## src/hw/sequencer_pkg.sv

```systemverilog
/*
  shared constants, state types and a line-address helper for the
  write-back bus sequencer and its buffer; assumes 32-bit words and a
  16-byte line of four words
*/
package sequencer_pkg;
  localparam int WORD_W = 32;
  localparam int LINE_W = 28;
  localparam int LINE_LSB = 4;
  localparam int OFFSET_LSB = 2;
  localparam int LINE_WORDS = 4;
  localparam int FIFO_WORDS = 8;
  localparam logic [1:0] FIRST_BEAT = 2'h0;
  localparam logic [1:0] LAST_BEAT = 2'h3;
  localparam logic [2:0] LOAD_FULL = 3'h4;
  localparam logic [3:0] LINE_OFFSET0 = 4'h0;
  localparam logic SNOOP_MODIFIED_HIT_IDLE = 1'b1;

  typedef enum logic [1:0] {
    BUS_IDLE = 2'b00,
    BUS_ADDR = 2'b01,
    BUS_DATA = 2'b10
  } bus_state_type;

  typedef enum logic [1:0] {
    KIND_READ = 2'b00,
    KIND_WRITE = 2'b01,
    KIND_WB = 2'b10
  } cycle_kind_type;

  // line number of a byte address, used by snoop compare and write-back
  function automatic logic [LINE_W-1:0] line_of(input logic [WORD_W-1:0] a);
    line_of = a[WORD_W-1:LINE_LSB];
  endfunction : line_of
endpackage : sequencer_pkg

```

## src/hw/word_stream_if.sv

```systemverilog
/*
  valid/ready word stream between the sequencer and its buffer;
  assumes both ends share one clock
*/
`timescale 1ns/100ps
interface word_stream_if #(parameter int W = 32);
  logic valid;
  logic ready;
  logic [W-1:0] data;
  modport source(output valid, output data, input ready);
  modport sink(input valid, input data, output ready);
endinterface : word_stream_if

```

## src/hw/snoop_writeback_bus_sequencer.sv

```systemverilog
/*
  bus sequencer of a write-back cache: line fills, single writes,
  yield handshake, snoop pipeline and snoop-hit write-back;
  assumes all inputs synchronous to mclk and a cache that answers a
  snoop probe with probeModified in the following clock
*/
`timescale 1ns/100ps
module snoop_writeback_bus_sequencer (
  input wire logic mclk,
  input wire logic reset,
  input wire logic cpuReqValid,
  input wire logic cpuReqWrite,
  input wire logic [31:0] cpuReqAddr,
  input wire logic [31:0] cpuReqData,
  output logic cpuReqReady,
  output logic [31:0] cpuReadData,
  output logic cpuReadValid,
  output logic fillWriteBack,
  output logic snoopProbe,
  output logic [27:0] snoopProbeLine,
  input wire logic probeModified,
  input wire logic copyBackValid,
  input wire logic [27:0] copyBackLine,
  input wire logic lineWordValid,
  input wire logic [31:0] lineWord,
  output logic lineWordReady,
  output logic lineStateUpdate,
  output logic lineInvalidate,
  output logic cycleStartStrobeN,
  output logic writeNotRead,
  output logic burstLineCycleN,
  output logic finalTransferFlagN,
  input wire logic burstReadyN,
  input wire logic lineWritebackSelect,
  output logic [31:0] addrOut,
  output logic addrOe,
  input wire logic [31:0] addrIn,
  output logic [31:0] dataOut,
  output logic dataOe,
  input wire logic [31:0] dataIn,
  input wire logic busYieldReq,
  output logic busYieldAck,
  input wire logic snoopAddrStrobeN,
  input wire logic snoopDiscardLine,
  output logic snoopModifiedHitN
);
  sequencer_pkg::bus_state_type state_q, state_d;
  sequencer_pkg::cycle_kind_type kind_q, kind_d;
  logic [1:0] beat_q;
  logic [31:0] addr_q;
  logic [31:0] wdata_q;
  logic [31:0] rdata_q;
  logic rvalid_q;
  logic fillWb_q;
  logic ack_q;
  logic probeStage_q;
  logic [27:0] snoopLine_q;
  logic discard_q;
  logic hitmN_q;
  logic wbPend_q;
  logic [27:0] wbLine_q;
  logic [2:0] loadCnt_q;
  logic update_q;
  logic invalidate_q;

  word_stream_if #(.W(sequencer_pkg::WORD_W)) fifoIn();
  word_stream_if #(.W(sequencer_pkg::WORD_W)) fifoOut();

  // modified line words wait here until the write-back burst drains them
  word_fifo #(
    .WIDTH(sequencer_pkg::WORD_W),
    .DEPTH(sequencer_pkg::FIFO_WORDS)
  ) lineBuffer (
    .mclk(mclk),
    .reset(reset),
    .inPort(fifoIn.sink),
    .outPort(fifoOut.source)
  );

  // decode of the bus state
  wire stIdle = (state_q == sequencer_pkg::BUS_IDLE);
  wire stAddr = (state_q == sequencer_pkg::BUS_ADDR);
  wire stData = (state_q == sequencer_pkg::BUS_DATA);
  wire isWb = (kind_q == sequencer_pkg::KIND_WB);
  wire isRead = (kind_q == sequencer_pkg::KIND_READ);
  wire beatDone = stData && !burstReadyN;
  wire lastBeat = (kind_q == sequencer_pkg::KIND_WRITE)
                  || (beat_q == sequencer_pkg::LAST_BEAT);
  wire cycleDone = beatDone && lastBeat;
  wire wbDone = cycleDone && isWb;
  wire lineLoaded = (loadCnt_q == sequencer_pkg::LOAD_FULL);

  // the write-back waits for the whole line and a released request
  wire wbGo = stIdle && wbPend_q && lineLoaded && !busYieldReq;
  // processor accesses yield to the request and to any pending write-back
  wire cpuGo = stIdle && cpuReqValid && !busYieldReq && !wbPend_q;

  // snoop pipeline: strobe taken only while yielded and no write-back owed
  wire snoopAccept = ack_q && !snoopAddrStrobeN && !wbPend_q
                     && hitmN_q && !probeStage_q;
  wire cbMatch = copyBackValid && (copyBackLine == snoopLine_q);
  wire modHit = probeStage_q && (probeModified || cbMatch);

  // ack only from an idle bus; holds through a modified hit until release
  wire ackNext = busYieldReq && stIdle && (ack_q || !wbPend_q);

  assign cpuReqReady = cpuGo && !wbGo;
  assign snoopProbe = snoopAccept;
  assign snoopProbeLine = sequencer_pkg::line_of(addrIn);
  assign fifoIn.valid = lineWordValid && wbPend_q && !lineLoaded;
  assign fifoIn.data = lineWord;
  assign lineWordReady = fifoIn.ready && wbPend_q && !lineLoaded;
  assign fifoOut.ready = beatDone && isWb;

  // bus pins decoded from state; strobe only in the address cycle
  assign cycleStartStrobeN = !stAddr;
  assign writeNotRead = !isRead && !stIdle;
  assign burstLineCycleN = !(stAddr && !(kind_q == sequencer_pkg::KIND_WRITE));
  assign finalTransferFlagN = !(stData && lastBeat);
  assign addrOut = addr_q;
  assign addrOe = !stIdle;
  assign dataOut = isWb ? fifoOut.data : wdata_q;
  assign dataOe = stData && !isRead;
  assign busYieldAck = ack_q;
  assign snoopModifiedHitN = hitmN_q;
  assign cpuReadData = rdata_q;
  assign cpuReadValid = rvalid_q;
  assign fillWriteBack = fillWb_q;
  assign lineStateUpdate = update_q;
  assign lineInvalidate = invalidate_q;

  // next bus state; write-back has priority over processor work
  always_comb
  begin
    state_d = state_q;
    kind_d = kind_q;
    case (state_q)
      sequencer_pkg::BUS_IDLE:
      begin
        if (wbGo)
        begin
          state_d = sequencer_pkg::BUS_ADDR;
          kind_d = sequencer_pkg::KIND_WB;
        end
        else if (cpuGo)
        begin
          state_d = sequencer_pkg::BUS_ADDR;
          kind_d = cpuReqWrite ? sequencer_pkg::KIND_WRITE : sequencer_pkg::KIND_READ;
        end
      end
      sequencer_pkg::BUS_ADDR: state_d = sequencer_pkg::BUS_DATA;
      sequencer_pkg::BUS_DATA:
      begin
        if (cycleDone)
          state_d = sequencer_pkg::BUS_IDLE;
      end
      default: state_d = sequencer_pkg::BUS_IDLE;
    endcase
  end

  always_ff @(posedge mclk)
  begin
    if (reset)
    begin
      state_q <= sequencer_pkg::BUS_IDLE;
      kind_q <= sequencer_pkg::KIND_READ;
      ack_q <= 1'b0;
    end
    else
    begin
      state_q <= state_d;
      kind_q <= kind_d;
      ack_q <= ackNext;
    end
  end

  // address and beat counter; write-back always from offset 0
  always_ff @(posedge mclk)
  begin
    if (reset)
      beat_q <= sequencer_pkg::FIRST_BEAT;
    else if (stAddr)
      beat_q <= sequencer_pkg::FIRST_BEAT;
    else if (beatDone)
      beat_q <= 2'(beat_q + 1'b1);
  end

  always_ff @(posedge mclk)
  begin
    if (reset)
      addr_q <= 32'h0;
    else if (wbGo)
      addr_q <= {wbLine_q, sequencer_pkg::LINE_OFFSET0};
    else if (cpuGo)
      addr_q <= cpuReqWrite ? cpuReqAddr
                : {sequencer_pkg::line_of(cpuReqAddr), sequencer_pkg::LINE_OFFSET0};
    else if (beatDone)
      addr_q[3:2] <= 2'(addr_q[3:2] + 1'b1);
  end

  // write data and read return; write-back select taken on first ready
  always_ff @(posedge mclk)
  begin
    if (reset)
    begin
      wdata_q <= 32'h0;
      rdata_q <= 32'h0;
      rvalid_q <= 1'b0;
      fillWb_q <= 1'b0;
    end
    else
    begin
      wdata_q <= cpuReqReady ? cpuReqData : wdata_q;
      rdata_q <= (beatDone && isRead) ? dataIn : rdata_q;
      rvalid_q <= beatDone && isRead;
      if (beatDone && isRead && beat_q == sequencer_pkg::FIRST_BEAT)
        fillWb_q <= lineWritebackSelect;
    end
  end

  // snoop stage one: line and discard qualifier caught with the strobe
  always_ff @(posedge mclk)
  begin
    if (reset)
    begin
      probeStage_q <= 1'b0;
      snoopLine_q <= 28'h0;
      discard_q <= 1'b0;
    end
    else
    begin
      probeStage_q <= snoopAccept;
      if (snoopAccept)
      begin
        snoopLine_q <= sequencer_pkg::line_of(addrIn);
        discard_q <= snoopDiscardLine;
      end
    end
  end

  // stage two: modified-hit shown; released only after the last beat
  always_ff @(posedge mclk)
  begin
    if (reset)
    begin
      hitmN_q <= sequencer_pkg::SNOOP_MODIFIED_HIT_IDLE;
      wbPend_q <= 1'b0;
      wbLine_q <= 28'h0;
    end
    else if (wbDone)
    begin
      hitmN_q <= sequencer_pkg::SNOOP_MODIFIED_HIT_IDLE;
      wbPend_q <= 1'b0;
    end
    else if (modHit)
    begin
      hitmN_q <= 1'b0;
      wbPend_q <= 1'b1;
      wbLine_q <= snoopLine_q;
    end
  end

  // count words of the modified line entering the buffer
  always_ff @(posedge mclk)
  begin
    if (reset || wbDone)
      loadCnt_q <= 3'h0;
    else if (fifoIn.valid && fifoIn.ready)
      loadCnt_q <= 3'(loadCnt_q + 1'b1);
  end

  // final line state told to the cache once the write-back ends
  always_ff @(posedge mclk)
  begin
    if (reset)
    begin
      update_q <= 1'b0;
      invalidate_q <= 1'b0;
    end
    else
    begin
      update_q <= wbDone;
      invalidate_q <= wbDone ? discard_q : invalidate_q;
    end
  end
endmodule : snoop_writeback_bus_sequencer

```

## src/hw/word_fifo.sv

```systemverilog
/*
  synchronous word FIFO with honest full and empty;
  assumes one clock and a synchronous active-high reset
*/
`timescale 1ns/100ps
module word_fifo #(
  parameter int WIDTH = 32,
  parameter int DEPTH = 8
) (
  input wire logic mclk,
  input wire logic reset,
  word_stream_if.sink inPort,
  word_stream_if.source outPort
);
  localparam int PW = $clog2(DEPTH);
  localparam logic [PW:0] FULL_COUNT = (PW+1)'(DEPTH);

  logic [WIDTH-1:0] mem [DEPTH];
  logic [PW-1:0] wrPtr_q;
  logic [PW-1:0] rdPtr_q;
  logic [PW:0] count_q;
  wire push = inPort.valid && inPort.ready;
  wire pop = outPort.valid && outPort.ready;

  // flags straight from the count so back-pressure is exact
  assign inPort.ready = (count_q != FULL_COUNT);
  assign outPort.valid = (count_q != '0);
  assign outPort.data = mem[rdPtr_q];

  // storage has no reset; only pointers and count need a defined start
  always_ff @(posedge mclk)
  begin
    if (push)
      mem[wrPtr_q] <= inPort.data;
  end

  always_ff @(posedge mclk)
  begin
    if (reset)
    begin
      wrPtr_q <= '0;
      rdPtr_q <= '0;
      count_q <= '0;
    end
    else
    begin
      wrPtr_q <= push ? PW'(wrPtr_q + 1'b1) : wrPtr_q;
      rdPtr_q <= pop ? PW'(rdPtr_q + 1'b1) : rdPtr_q;
      count_q <= (PW+1)'(count_q + push - pop);
    end
  end
endmodule : word_fifo

```

## config.mk

```make
export PLATFORM = sky130hd
export DESIGN_NAME = snoop_writeback_bus_sequencer
export DESIGN_NICKNAME = d
export VERILOG_FILES = /design/src/hw/sequencer_pkg.sv /design/src/hw/word_stream_if.sv /design/src/hw/snoop_writeback_bus_sequencer.sv /design/src/hw/word_fifo.sv
export SDC_FILE = /design/constraint.sdc
export NUM_CORES = 1
export LEC_CHECK = 0
export ABC_CLOCK_PERIOD_IN_PS = 8100
export BUFFER_PORTS_ARGS = -buffer_cell sky130_fd_sc_hd__buf_2
export CAP_MARGIN = 20
export CORE_MARGIN = 10
export CORE_UTILIZATION = 45
export CTS_BUF_LIST = sky130_fd_sc_hd__clkbuf_8
export DETAILED_ROUTE_END_ITERATION = 12
export PLACE_DENSITY = 0.67
export SLEW_MARGIN = 20
export SYNTH_ARGS = -nofsm -noshare
export SYNTH_HDL_FRONTEND = slang
export SYNTH_SLANG_ARGS = --single-unit
```

## constraint.sdc

```tcl
create_clock -name mclk -period 8.1 [get_ports mclk]
set_input_delay 0.81 -clock mclk [delete_from_list [all_inputs] [get_ports mclk]]
set_output_delay 0.81 -clock mclk [all_outputs]
set_load 0.005 [all_outputs]
```

======== After elaboration in Yosys (flattened, before gate mapping) ========
Memories as Yosys holds them, arrays and structs flattened. A register that Yosys moved wholly into a read port is not among the register bits.
Index checks and enable logic that the tools add are counted.
cells by class
  $add $sub $neg .......................... 7
  equal/unequal tests ..................... 10
  muxes and demuxes ....................... 18
  bitwise logic cells ..................... 1
  reduce and logical (&&, ||, !) cells .... 60
operator list
  operator             number
  $mux 32              2
  $logic_and 1x1->1    31
  $eq 28x28->1         1
  $mux 28              1
  $mux 2               8
  $logic_not 1->1      13
  $add 3x1->3 const B  3
  $eq 2x2->1 const B   3
  $logic_not 2->1      3
  $mux 3               2
  $pmux 2 s3           1
  $reduce_and 2->1     3
  $reduce_or 2->1      3
  $add 2x1->2 const B  2
  $add 4x1->4          1
  $eq 2x1->1 const B   2
  $logic_or 1x1->1     4
  $mux 4               1
  $ne 4x4->1 const B   1
  $reduce_bool 2->1    2
  $reduce_bool 4->1    1
  $sub 4x1->4          1
  $eq 3x3->1 const B   1
  $mux 1               3
  other kinds (3)      3
storage, ports and cells
  register bits ........................... 180
  memory bits (writable) .................. 256
  input port bits ......................... 200
  output and inout port bits .............. 139
  word-level logic and storage cells ...... 120
  memories ................................ 1
memories
  name            words  bits a word  read ports  clocked after memory_dff  wr ports  RTL line         source
  lineBuffer.mem  8      32           1           1                         1         word_fifo.sv:18  logic [WIDTH-1:0] mem [DEPTH];

======== Longest topological paths before layout ========
  word-level depth ........................ 7
  mapped depth ............................ 10
  gate-level depth less buffers ........... 10

======== Modules after synthesis ========
From an unflattened synthesis, not the netlist that was laid out.
second synthesis, totals
  cell total of the unflattened synthesis .. 1394
  area total of the unflattened synthesis .. 18159.9 µm²
by module, submodules not included
  module                         times used  cells an instance  area each (µm²)  seq. area each (µm²)
  word_fifo                      1           450                10497.6          7947.6
  snoop_writeback_bus_sequencer  1           944                7662.3           3403.3

======== Least setup slack after synthesis ========
Ideal clock, no wire load.
  path kind ............................... reg2reg
  start ................................... reg loadCnt_q[0]
  end ..................................... mem lineBuffer.mem[1][0] (enable)
  library setup time ...................... 0.513 ns
  arrival time ............................ 4.616 ns
  required time ........................... 7.587 ns
  setup slack ............................. 2.971 ns
  stages on the path, launching flop included .. 6
  buffers on the path ..................... 0
  clock period less this slack ............ 5.129 ns
  cell sequence ........................... dfxtp_1 inv_1 ha_1 a221oi_1 nand2_1 nor4b_1
on the way
  word-level cells in the longest chain between the ends .. 6
ends and longest elaborated chain
  item                          RTL line                              source
  start: declaration            snoop_writeback_bus_sequencer.sv:62   logic [2:0] loadCnt_q;
  start signal: assignment      snoop_writeback_bus_sequencer.sv:269  loadCnt_q <= 3'(loadCnt_q + 1'b1);
  $eq 3x3->1                    snoop_writeback_bus_sequencer.sv:91   wire lineLoaded = (loadCnt_q == sequencer_pkg::LOAD_FULL);
  $logic_not 1->1               snoop_writeback_bus_sequencer.sv:110  assign fifoIn.valid = lineWordValid && wbPend_q && !lineLoaded;
  $logic_and 1x1->1             snoop_writeback_bus_sequencer.sv:110
  $logic_and 1x1->1             word_fifo.sv:22                       wire push = inPort.valid && inPort.ready;
  $mux 1                        word_fifo.sv:33                       if (push)
  $mux 1 (implied by the code)  word_fifo.sv:34                       mem[wrPtr_q] <= inPort.data;
  end: declaration              word_fifo.sv:18
No other way between the ends.

==> results.txt <==
----------------------------------------------------
[Status]
  Outcome ... finished clean

[GRT]
  Largest net degree at the start of global routing ... 91
  Number of antenna violations at the first check in global routing ... 8
  Overflow left after global routing ... 0
  Met1 Resource Use GR ... 24.22%
  Met2 layer usage reported by global route ... 31.63%
  Global-route wire length before repair ... 70.02 mm
  Number of global-route vias before repair ... 11643
  Met3 global-route usage ... 6.112%
  All-Layer GR Usage ... 19.40%
  Layer carrying the most global-route usage ... met2

[Yosys]
  Flop and latch count out of synthesis ... 439
  Number of enable flip-flop cells after synthesis ... 256
  Ys async rst share ... 0%
  Area share of the largest cell type after synthesis ... 44.50%
  Yosys Warn Count ... 0
  Synth unique cells ... 45
  Gate Count Post-Synth ... 1346
  Top_reg_cell synth ... edfxtp_1
  Share of the yosys chip area belonging to registers ... 65.70%
  Top cell type by total area after synthesis ... edfxtp_1
  Netlist Area Pre-Place ... 17280 µm²
  Top area cells in the synthesized netlist ... edfxtp_1, dfxtp_1, mux4_2, nand2_1, a21oi_1
  Average size of a mapped cell ... 12.84 µm²
  Synthesized net count ... 1559

[Detailed routing]
  Vias post-DR ... 11743
  Routed WL per cell ... 20.81 µm
  Vias/cell ... 5.271
  Drt first pass iters ... 5
  DRC violations left ... 0
  Number of nets still failing antenna checks after routing ... 0
  1st-iter DRT viols ... 910
  Wire length reported by the detailed router ... 46.36 mm

[Clocking]
  Clock Root Buffer ... clkbuf_8
  Number of buffers inserted during clock tree synthesis ... 73
  Clock tree from TritonCTS ... yes
  Total of hold buffers inserted after clock tree synthesis ... 0
  Clock-pin slew of the registers on the worst-case setup and hold paths ... 60 ps
  Worst-skew pair later-pin latency ... 630 ps
  Number of cells upsized or downsized after cts ... 0
  Maximum number of buffers from clock root to sink ... 3
  Post-CTS setup buffers ... 0
  Deepest level of the CTS H-tree ... 3
  Clock sinks ... 439

[Die]
  Chip width ... 215.9 µm
  Number of placement rows ... 71
  Total die area ... 46630 µm²
  Die span in y ... 215.9 µm
  Initial core utilization ... 45.76%
  Placeable Area ... 37760 µm²
  Top-Level Pins ... 339

[Worst setup path]
  Worst R2R End ... lineBuffer.mem[6][9]
  Worst endpoint data arrival time ... 3230 ps
  Worst Path Class, Setup ... flop to output port
  Worst stage delay on the critical path ... 820 ps
  Kind of launch point of the worst setup path ... flop
  Crit-path max FO ... 50
  Cell breakdown of the critical path ... buf_4 > mux4_2 > mux2i_1 > o21ai_0 > buf_2
  Worst setup path endpoint ... dataOut[13]
  Cell type of the slowest stage on the worst timing path ... buf_4
  R2r worst-path depth ... 8
  Kind of end point of the critical path ... output port
  Minimum setup slack among reg-to-reg paths ... 5150 ps
  Required @ worst endpoint ... 7290 ps
  Origin of the critical flop-to-flop path ... loadCnt_q[0]

[Layout]
  Sequential cell area ... 11360 µm²
  Fraction of final layout cells with drive strength greater than 1 ... 31.62%
  Design area ... 20660 µm²
  Layout overhead on the synthesized area ... 19.56%
  Post-Layout Cell Count ... 2228
  Multi-input gate area in the final layout ... 5278 µm²
  Fill count ... 3183
  Post-layout net count ... 1868

[Hold path]
  Min-delay worst type ... input port to flop
  Worst hold path startpoint ... cpuReqData[26]

[STA]
  Count of endpoints failing setup in the final report ... 0
  Final worst path period share ... 49.88%
  Worst-Margin Slew ... 1106 ps
  Number of max-slew violations in the final report ... 0
  Total Neg Setup Slack ... 0 ps
  Final hold vios ... 0
  Worst hold slack ... 418.9 ps
  Largest clock skew in the final design ... 24.29 ps
  Highest achievable clock rate ... 0.2475 GHz
  Period minus WS final ... 4040 ps
  Worst slew slack as a fraction of its limit ... 26.25%
  Unrepaired setup endpoints after global routing ... no

[Run]
  Max capacitance violation total ... 0

[Place]
  Half-perimeter wire length after placement ... 29.99 mm
  Number of placed instances, taps included ... 2091
  Cell area after placement ... 19150 µm²
  Routability Congestion ... 0.8359
  Port bufs ... 334

[Power and ir drop]
  Switching part of the total ... 22.47%
  Peak VDD IR ... 130.0 µV
  Leakage power figure ... 0.007429 µW
  Net Switching ... 1029 µW
  Power per Cell Area ... 221.6 nW/µm²
  Combinational cell fraction of total power ... 4.7%
  Clock power share ... 42.8%
  Sequential share of power ... 52.5%
  Internal Dissipation ... 3549 µW

----------------------------------------------------
synth_stat cells, types with 15 or more instances:
cell type / number
mux2i_1: 34
a21oi_1: 161
buf_4: 33
edfxtp_1: 256
mux4_2: 64
o21ai_0: 55
inv_1: 15
buf_2: 29
nor2_1: 22
nand2_1: 265
xnor2_1: 34
dfxtp_1: 183
clkbuf_1: 48
nand3_1: 37
a22oi_1: 29
sequential cells by signal, indices dropped and copies added, names as in the netlist, 3 cells and up, named ones only:
| signal | count |
|---|---|
| lineBuffer.rdPtr_q | 3 |
| lineBuffer.wrPtr_q | 3 |
| lineBuffer.mem | 256 |
| loadCnt_q | 3 |
| wbLine_q | 28 |
| wdata_q | 32 |
| lineBuffer.count_q | 4 |
| addrOut | 32 |
| cpuReadData | 32 |
| snoopLine_q | 28 |
through the flow:
step | setup WS [ps] | util, % | power, µW
3_5_place_dp | 4627 | 50.72 | 2664
4_1_cts | 3924 | 54.67 | 4632
5_1_grt | 3754 | 54.70 | 4757
6_report | 4060 | 54.71 | 4578
2_1_floorplan | 2971 | - | 2548
3_3_place_gp | 4632 | 50.70 | 2657
area by class of cell:
cell class | instances | area share (%)
sequential | 439 | 54.98
multi-input combinational | 771 | 25.55
timing repair buffer | 352 | 8.777
clock buffer | 83 | 5.530
tap | 511 | 3.095
clock inverter | 51 | 1.702
inverter | 18 | 0.3271
antenna | 3 | 0.03634
layer usage:
metal  vias up  share of wire (%)
li1       5478                  -
met1      5702                 41
met2       473                 48
met3        80                8.4
met4        10                2.2
met5         -               0.16
worst min-delay path by stage:
| stage | end | cells after the start |
|---|---|---|
| 3_5_place_dp | addrOut[23] | 2 |
| 6_report | wdata_q[26] | 3 |
| 4_1_cts | wdata_q[26] | 3 |
| 3_3_place_gp | cpuReadData[28] | 2 |
| 5_1_grt | wdata_q[0] | 3 |
| 2_1_floorplan | lineInvalidate | 2 |
power by group through the flow:
| stage | registers (µW) | logic (µW) | clock network [µW] |
|---|---|---|---|
| 6_report | 2400 | 213 | 1960 |
| 3_3_place_gp | 2450 | 209 | 0 |
| 5_1_grt | 2400 | 236 | 2120 |
| 3_5_place_dp | 2450 | 213 | 0 |
| 2_1_floorplan | 2450 | 100 | 0 |
| 4_1_cts | 2400 | 214 | 2010 |
placed cells by master (no fill, tap or decap), types with 7 or more instances in the layout:
| cell type | count |
|---|---|
| clkinv_1 | 10 |
| o21ai_1 | 7 |
| buf_4 | 18 |
| a22oi_1 | 29 |
| mux4_2 | 64 |
| clkbuf_8 | 83 |
| o21ai_0 | 55 |
| xnor2_1 | 34 |
| buf_2 | 333 |
| inv_1 | 40 |
| nand3_1 | 36 |
| ha_1 | 12 |
| mux2i_1 | 34 |
| nand2_1 | 264 |
| nor2_1 | 20 |
| a21oi_1 | 161 |
| edfxtp_1 | 256 |
| dfxtp_1 | 180 |
worst max-delay path, delay by kind of cell, from the launching register on:
kind	cells	cell delay, ps
buffers and inverters	2	990
muxes	2	870
DFF	1	540
AOI/OAI and AO/OA	1	130
logic make-up after synthesis:
kind of cell | Yosys count | share of synthesized area, %
buf+inv | 136 | 4.114
mux | 98 | 10.31
simple gates | 361 | 8.799
flops | 439 | 65.70
fa+ha+maj | 13 | 0.9849
compound gates | 260 | 8.111
xor+xnor | 39 | 1.977
Power figures use the tool's default switching activity.
